<file path="src/inc/ssp_defs.svh">
// constants for the synchronous serial shift port: offsets, fields, resets, timing
// assumes a byte-wide register port addressed by the printed data-space offsets
`ifndef SSP_DEFS_SVH
`define SSP_DEFS_SVH

// ************************************************************
// register offsets
// ************************************************************
`define SSP_ADDR_DATA 8'h00_E0
`define SSP_ADDR_RATE 8'h00_E1
`define SSP_ADDR_CTRL 8'h00_E2
`define SSP_ADDR_MISC 8'h00_DD

// ************************************************************
// reset values
// ************************************************************
`define SSP_RATE_RESET 8'h00_00
`define SSP_CTRL_RESET 8'h00_00

// ************************************************************
// field positions
// ************************************************************
`define SSP_CTRL_RUN 7
`define SSP_CTRL_IE 6
`define SSP_CTRL_PHA 5
`define SSP_CTRL_SRC 4
`define SSP_CTRL_SIN 3
`define SSP_CTRL_GATE 2
`define SSP_CTRL_FBYP 1
`define SSP_CTRL_POL 0
`define SSP_RATE_FLAG 7
`define SSP_MISC_OUT 0

// ************************************************************
// timing
// ************************************************************
`define SSP_CORE_DIV 13
`define SSP_FILT_CYCLES 2

`endif

</file>
<file path="src/inc/ssp_pkg.sv">
// types for the synchronous serial shift port
// assumes ssp_defs.svh holds the numeric constants
package ssp_pkg;

    typedef struct packed {
        logic run;
        logic irq_enable;
        logic clock_phase_sel;
        logic clock_source_sel;
        logic serial_in_enable;
        logic gated_start_sel;
        logic filter_bypass;
        logic clock_polarity_sel;
    } ssp_ctrl_t;

    typedef struct packed {
        logic irq_flag;
        logic [3:0] frame_length;
        logic [2:0] bit_rate_sel;
    } ssp_rate_t;

    typedef enum logic [1:0] {
        SSP_IDLE = 2'b00,
        SSP_WAIT_GATE = 2'b01,
        SSP_SHIFT = 2'b10
    } ssp_state_t;

endpackage

</file>
<file path="src/design/ssp_port.sv">
// synchronous serial shift port: register file, bit clock divider, shifter
// assumes a one-cycle register port and pins coming from outside the clock domain
`timescale 1ns/10ps
`include "ssp_defs.svh"

module ssp_port
    import ssp_pkg::*;
#(
    parameter int CORE_DIV = `SSP_CORE_DIV
) (
    input wire logic clock,
    input wire logic rst,
    input wire logic [7:0] reg_addr,
    input wire logic [7:0] reg_wdata,
    input wire logic reg_write,
    input wire logic reg_read,
    output logic [7:0] reg_rdata,
    input wire logic serial_in,
    output logic serial_out,
    output logic serial_out_sel,
    input wire logic sclk_in,
    output logic sclk_out,
    output logic sclk_oe,
    output logic irq
);

    // ************************************************************
    // register port
    // ************************************************************
    ssp_ctrl_t ctrl;
    ssp_rate_t rate;
    logic misc_out_sel;
    logic [7:0] shifter;
    ssp_state_t state;

    wire sel_data = reg_addr == `SSP_ADDR_DATA;
    wire sel_rate = reg_addr == `SSP_ADDR_RATE;
    wire sel_ctrl = reg_addr == `SSP_ADDR_CTRL;
    wire sel_misc = reg_addr == `SSP_ADDR_MISC;
    wire busy = state != SSP_IDLE;
    wire wr_ctrl = reg_write && sel_ctrl;
    // no data write while running: the write is dropped
    wire wr_data = reg_write && sel_data && !ctrl.run;
    wire wr_rate = reg_write && sel_rate && !ctrl.run;
    // misc register is write only, reads as zero
    wire [7:0] next_rdata = sel_data ? shifter :
                            sel_rate ? rate :
                            sel_ctrl ? ctrl : 8'h00_00;

    always_ff @(posedge clock or posedge rst) begin
        if (rst) begin
            reg_rdata <= 8'h00_00;
        end else begin
            reg_rdata <= reg_read ? next_rdata : 8'h00_00;
        end
    end

    // ************************************************************
    // input synchronisers and noise filters
    // ************************************************************
    logic [1:0] sin_sync, sck_sync;
    logic [1:0] sin_hist, sck_hist;
    logic sin_filt, sck_filt;

    always_ff @(posedge clock or posedge rst) begin
        if (rst) begin
            sin_sync <= 2'b00;
            sck_sync <= 2'b00;
            sin_hist <= 2'b00;
            sck_hist <= 2'b00;
            sin_filt <= 1'b0;
            sck_filt <= 1'b0;
        end else begin
            sin_sync <= {sin_sync[0], serial_in};
            sck_sync <= {sck_sync[0], sclk_in};
            sin_hist <= {sin_hist[0], sin_sync[1]};
            sck_hist <= {sck_hist[0], sck_sync[1]};
            // level must hold two cycles to pass
            if (sin_hist == 2'b11 || sin_hist == 2'b00) begin
                sin_filt <= sin_hist[1];
            end
            if (sck_hist == 2'b11 || sck_hist == 2'b00) begin
                sck_filt <= sck_hist[1];
            end
        end
    end

    // bypass takes the synchronised level straight
    wire sin_lvl = ctrl.filter_bypass ? sin_sync[1] : sin_filt;
    wire sck_lvl = ctrl.filter_bypass ? sck_sync[1] : sck_filt;

    // ************************************************************
    // core cycle clock and bit rate divider
    // ************************************************************
    function automatic logic [8:0] half_period(input logic [2:0] code);
        half_period = (code == 3'd7) ? 9'd256 : 9'(9'd1 << code);
    endfunction

    logic [4:0] core_cnt;
    logic [8:0] rate_cnt;
    logic sck_int;
    wire core_tick = core_cnt == 5'(CORE_DIV - 1);

    always_ff @(posedge clock or posedge rst) begin
        if (rst) begin
            core_cnt <= 5'd0;
        end else begin
            core_cnt <= core_tick ? 5'd0 : core_cnt + 5'd1;
        end
    end

    // master clock only runs during a shift
    wire master = ctrl.clock_source_sel;
    wire rate_tick = core_tick && rate_cnt == half_period(rate.bit_rate_sel) - 9'd1;

    always_ff @(posedge clock or posedge rst) begin
        if (rst) begin
            rate_cnt <= 9'd0;
            sck_int <= 1'b0;
        end else if (state != SSP_SHIFT || !master) begin
            rate_cnt <= 9'd0;
            sck_int <= 1'b0;
        end else if (core_tick) begin
            rate_cnt <= rate_tick ? 9'd0 : rate_cnt + 9'd1;
            if (rate_tick) begin
                sck_int <= !sck_int;
            end
        end
    end

    // ************************************************************
    // edge detection
    // ************************************************************
    // polarity flips the pin level for a slave, the pin driver for a master
    wire sck_src = master ? sck_int : sck_lvl ^ ctrl.clock_polarity_sel;
    logic sck_prev;
    always_ff @(posedge clock or posedge rst) begin
        if (rst) begin
            sck_prev <= 1'b0;
        end else begin
            sck_prev <= sck_src;
        end
    end
    wire lead_edge = sck_src && !sck_prev && state == SSP_SHIFT;
    wire trail_edge = !sck_src && sck_prev && state == SSP_SHIFT;
    // phase 0 captures on leading edge, phase 1 on trailing
    wire cap_edge = ctrl.clock_phase_sel ? trail_edge : lead_edge;
    wire chg_edge = ctrl.clock_phase_sel ? lead_edge : trail_edge;

    // ************************************************************
    // shift engine
    // ************************************************************
    logic [3:0] bit_cnt;
    logic out_bit;
    logic out_valid;
    logic captured;

    wire in_bit = ctrl.serial_in_enable ? sin_lvl : 1'b0;
    wire last_cap = cap_edge && bit_cnt == rate.frame_length - 4'd1;
    wire sw_run_set = wr_ctrl && reg_wdata[`SSP_CTRL_RUN];
    // software clearing run while busy aborts
    wire sw_abort = wr_ctrl && !reg_wdata[`SSP_CTRL_RUN] && ctrl.run;
    wire frame_done = state == SSP_SHIFT && last_cap;
    wire gate_ok = !ctrl.gated_start_sel || sin_lvl;

    always_ff @(posedge clock or posedge rst) begin
        if (rst) begin
            state <= SSP_IDLE;
            bit_cnt <= 4'd0;
            captured <= 1'b0;
        end else if (sw_abort) begin
            state <= SSP_IDLE;
        end else begin
            unique case (state)
                SSP_IDLE: begin
                    if (sw_run_set || ctrl.run) begin
                        state <= SSP_WAIT_GATE;
                    end
                    bit_cnt <= 4'd0;
                    captured <= 1'b0;
                end
                SSP_WAIT_GATE: begin
                    // gated start waits for high input, then ignores it
                    if (!ctrl.run) begin
                        state <= SSP_IDLE;
                    end else if (gate_ok) begin
                        state <= SSP_SHIFT;
                    end
                end
                SSP_SHIFT: begin
                    if (frame_done) begin
                        state <= SSP_IDLE;
                    end
                    if (cap_edge) begin
                        bit_cnt <= bit_cnt + 4'd1;
                        captured <= 1'b1;
                    end
                end
                default: state <= SSP_IDLE;
            endcase
        end
    end

    always_ff @(posedge clock or posedge rst) begin
        if (rst) begin
            shifter <= 8'h00_00;
            out_bit <= 1'b0;
            out_valid <= 1'b0;
        end else if (wr_data) begin
            shifter <= reg_wdata;
            // phase 0 shows the top bit as soon as loaded
            out_bit <= reg_wdata[7];
            out_valid <= !ctrl.clock_phase_sel;
        end else begin
            if (cap_edge) begin
                // msb first, older bits fall off the top
                shifter <= {shifter[6:0], in_bit};
            end
            if (chg_edge) begin
                // phase 1 presents top bit on first change edge
                out_bit <= captured ? shifter[7] : shifter[7];
                out_valid <= 1'b1;
            end
            if (state == SSP_IDLE && !ctrl.clock_phase_sel) begin
                out_bit <= shifter[7];
                out_valid <= 1'b1;
            end
        end
    end

    // ************************************************************
    // control and rate registers
    // ************************************************************
    wire end_event = frame_done || (sw_abort && busy);
    // flag set at frame end when enabled, set beats clear
    wire flag_set = end_event && ctrl.irq_enable;
    wire flag_clr = wr_rate && !reg_wdata[`SSP_RATE_FLAG];

    always_ff @(posedge clock or posedge rst) begin
        if (rst) begin
            ctrl <= `SSP_CTRL_RESET;
            rate <= `SSP_RATE_RESET;
            misc_out_sel <= 1'b0;
        end else begin
            if (wr_ctrl) begin
                ctrl <= reg_wdata;
            end
            // run self-clears when the frame completes
            if (frame_done && !wr_ctrl) begin
                ctrl.run <= 1'b0;
            end
            if (wr_rate) begin
                rate.frame_length <= reg_wdata[6:3];
                rate.bit_rate_sel <= reg_wdata[2:0];
            end
            if (flag_set) begin
                rate.irq_flag <= 1'b1;
            end else if (flag_clr) begin
                rate.irq_flag <= 1'b0;
            end
            if (reg_write && sel_misc) begin
                misc_out_sel <= reg_wdata[`SSP_MISC_OUT];
            end
        end
    end

    // ************************************************************
    // pins and request
    // ************************************************************
    // output routed only while misc bit set
    assign serial_out_sel = misc_out_sel;
    assign serial_out = misc_out_sel && out_valid ? out_bit : 1'b0;
    // master drives clock push-pull, polarity inverts idle level
    assign sclk_oe = master;
    assign sclk_out = sck_int ^ ctrl.clock_polarity_sel;
    // request is the flag gated by enable
    assign irq = rate.irq_flag && ctrl.irq_enable;

endmodule

</file>
<file path="config.mk">
export PLATFORM = sky130hd
export DESIGN_NAME = ssp_port
export DESIGN_NICKNAME = d
export VERILOG_FILES = /design/src/inc/ssp_pkg.sv /design/src/design/ssp_port.sv
export VERILOG_INCLUDE_DIRS = /design/src /design/src/inc
export SDC_FILE = /design/constraint.sdc
export NUM_CORES = 1
export LEC_CHECK = 0
export BUFFER_PORTS_ARGS = -buffer_cell sky130_fd_sc_hd__buf_2
export CORE_AREA = 5 5 101 103
export CTS_CLUSTER_DIAMETER = 60
export DETAILED_ROUTE_END_ITERATION = 7
export DIE_AREA = 0 0 106 108
export PLACE_DENSITY = 0.59
export SYNTH_ARGS = -nofsm -noshare
export SYNTH_HDL_FRONTEND = slang
export SYNTH_SLANG_ARGS = --single-unit
</file>
<file path="constraint.sdc">
create_clock -name clock -period 3 [get_ports clock]
set_clock_uncertainty 0.15 [all_clocks]
set_input_delay 0.6 -clock clock [delete_from_list [all_inputs] [get_ports clock]]
set_output_delay 0.6 -clock clock [all_outputs]
set_load 0.05 [all_outputs]
</file>
==> results by group <==
Synth
  – Synth Warn #: 0
  – Seq/Total Area, Yosys: 46.7%
  – Netlist Area Pre-Place: 3590 sq um
  – Leading area contributor after synthesis: dfrtp_1
  – Post-synth EDFFs: 0
  – Cell variety after synth: 64
  – Share of the synthesized area in the top cell type: 46.7%
  – Most instantiated cells after synthesis: 67 x dfrtp_1, 32 x nor2_1, 24 x nand2_1
  – Count leader, synth: dfrtp_1
  – Dominant cells by area after synthesis: dfrtp_1 47%, mux2_2 4.7%, nor2_1 3.3%
  – #FFs+latches synth: between 60 and 70
  – Avg Cell Area, Syn: 9.97 sq um
  – Dominant synthesized flop cell: dfrtp_1
  – Post-synthesis net count: 387
  – Synth async-reset ratio: 100%
  – Gate Count Post-Synth: 360

GRT
  – Total GRT Usage: around 16%
  – First-pass GRT wire length: 14,600 um
  – Initial antenna violation count: 0
  – GRT Residual Overflow: 0
  – Largest net degree at the start of global routing: 68
  – Vias in the first global route: 2,832

Finish
  – Layout area overhead: 15.2%
  – Antenna Cells: 0
  – Fillers: 882
  – Share of cells above drive strength 1: roughly a fifth
  – # nets final: 423

Run status
  – Status: finished, final reports clean

Clock tree
  – Clock buffer depth: 2
  – Worst-Skew Late Latency: 0.35 ns
  – CTS Buf Count: 9
  – CTS root buf: clkbuf_8
  – CTS tree: yes
  – Hold buffer count at CTS: 0
  – CTS resizes: 0
  – H-tree depth: 3
  – Worst-path clk slew: 0.08 ns
  – Num Clock Sinks: 67
  – # Post-CTS Setup Buffers: 0

Timing
  – Max Fclk: 394 MHz
  – Max-slew violation count: 0
  – Crit share post-route: between 80 and 90%
  – Final Critical Period: approximately 2.5 ns
  – Final-report hold violation count: 0
  – Setup violators final: 0
  – Setup TNS: 0 ns
  – Max-slew headroom: 52.0%
  – RSZ-0062 raised after global routing: false
  – Measured slew at the worst slew-check pin: 0.714 ns

Drt
  – Residual DRC: 0
  – Vias/cell: 5.60
  – Antenna Nets Post-Route: 0
  – DRT Wirelength: 8540 um
  – Avg WL per Cell: between 15 and 20 um
  – Total number of vias: around 2,900
  – DR iter-0 viols: 112
  – First-pass DRT Iterations: 4

Die
  – Initial cell density of the core: roughly two fifths
  – Die Y: 108 um
  – Die Area: 11,400 sq um
  – Die W: between 100 and 150 um
  – Core ar.: 9110 sq um
  – Row cnt: 35
  – Io pins: 35

Pwr
  – Worst IR Drop VDD: 0.242 mV
  – LEAKAGE: 1.86 nW
  – Cell area power density: approximately 570 nW/um^2
  – Power Total: 2.36 mW

Setup path
  – WP buf/inv: 1
  – Crit start category: register
  – Type of the worst setup path: register to register
  – Critical Path Sink Type: register
  – CP arrival: ~2.6 ns
  – Cell Chain, Critical Path: mux2i_1 > mux2i_2 > and4_1 > buf_4 > o211a_1 > o21ai_0
  – CP peak stage delay: 0.51 ns
  – CP delay by family, top: multiplexers
  – Crit Path Max Fanout: 10
  – Slowest CP cell: mux2i_2
  – Critical Path RT: 3.07 ns

Placement
  – I/O Buffers: 34
  – Placer Congestion: 0.796
  – Final HPWL DP: ~6100 um

Hold path
  – Hold Path Class: input pin to async pin

Run
  – Maxcap violations: 0
## metal layers
metal	global-route usage (%)	vias to the layer above	share of wire [%]
met4	4.90	0	1.2
met5	0	-	0
met1	22.5	1416	49
met3	3.58	9	3.9
li1	-	1388	-
met2	24.6	56	46
## power breakdown
group | internal [mW] | switching, mW
sequential | 0.975 | 0.0878
combinational | 0.165 | 0.207
clock | 0.573 | 0.355
total | 1.71 | 0.650
## stage by stage
step	utilization [%]	hold slack, ns	cells	setup slack [ns]	area, sq um
after floorplan	-	0.181	360	0.567	3590
after global placement	42.7	0.182	496	0.459	3890
after detailed placement	42.7	0.186	496	0.436	3890
after CTS	45.4	0.183	512	0.474	4130
after global routing	45.4	0.190	512	0.333	4130
final	45.4	0.146	512	0.460	4130
## sequential cells by signal (all words and copies together) (netlist names), 2 cells and up
name / cells
reg_rdata: 8
core_cnt: 5
sck_sync: 2
rate_cnt: 9
rate: 8
shifter: 8
state: 2
bit_cnt: 4
sin_sync: 2
sck_hist: 2
ctrl: 7
sin_hist: 2
## worst register-to-register path, cell delays in order, from the launching register on
cell,delay (ns)
dfrtp_1,0.46
mux2i_1,0.38
mux2i_2,0.51
and4_1,0.48
buf_4,0.20
o211a_1,0.15
o21ai_0,0.08
## cells in the final DEF (no fill, tap or decap), drive strengths merged, types with 5 or more instances in the layout
cell type	count
nand2	24
clkbuf	11
ha	5
inv	12
nor2b	15
nor2	32
nand2b	11
nor4	6
mux2	15
a21oi	8
o31ai	6
xor2	5
and2	6
xnor2	8
nand3	22
buf	40
dfrtp	67
nor3	9
a2111oi	7
o21ai	19
## final cells by class
class                   count  area (sq um)  area share (%)
repair buffers             40           240            5.81
flip-flops and latches     67          1680            40.6
multi-input cells         266          1790            43.3
clock inverters             5           100            2.42
inverters                  12          45.0            1.09
clock buffers              11           141            3.42
well taps                 111           139            3.36
## worst paths after layout
kind | from | end | cells after the start | slack (ns)
setup / recovery | ctrl[1] | bit_cnt[2] | 6 | 0.46
hold reg to reg | sin_sync[0] | sin_sync[1] | 0 | 0.20
setup reg to reg | ctrl[1] | bit_cnt[2] | 6 | 0.46
max in group asynchronous | rst | rate[4] | 3 | 2.22
min in group clock | sin_sync[0] | sin_sync[1] | 0 | 0.20
hold / removal | rst | sck_int | 3 | 0.15
## kinds of logic after synthesis
logic type | synth area share, %
XOR/XNOR | 3.17
AND/OR/NAND/NOR | 25.5
multiplexers | 5.65
AO/OA/AOI/OAI | 13.3
buffers and inverters | 3.38
adder cells (fa/ha/maj) | 2.30
flip-flops | 46.7
Power figures use the tool's default switching activity.
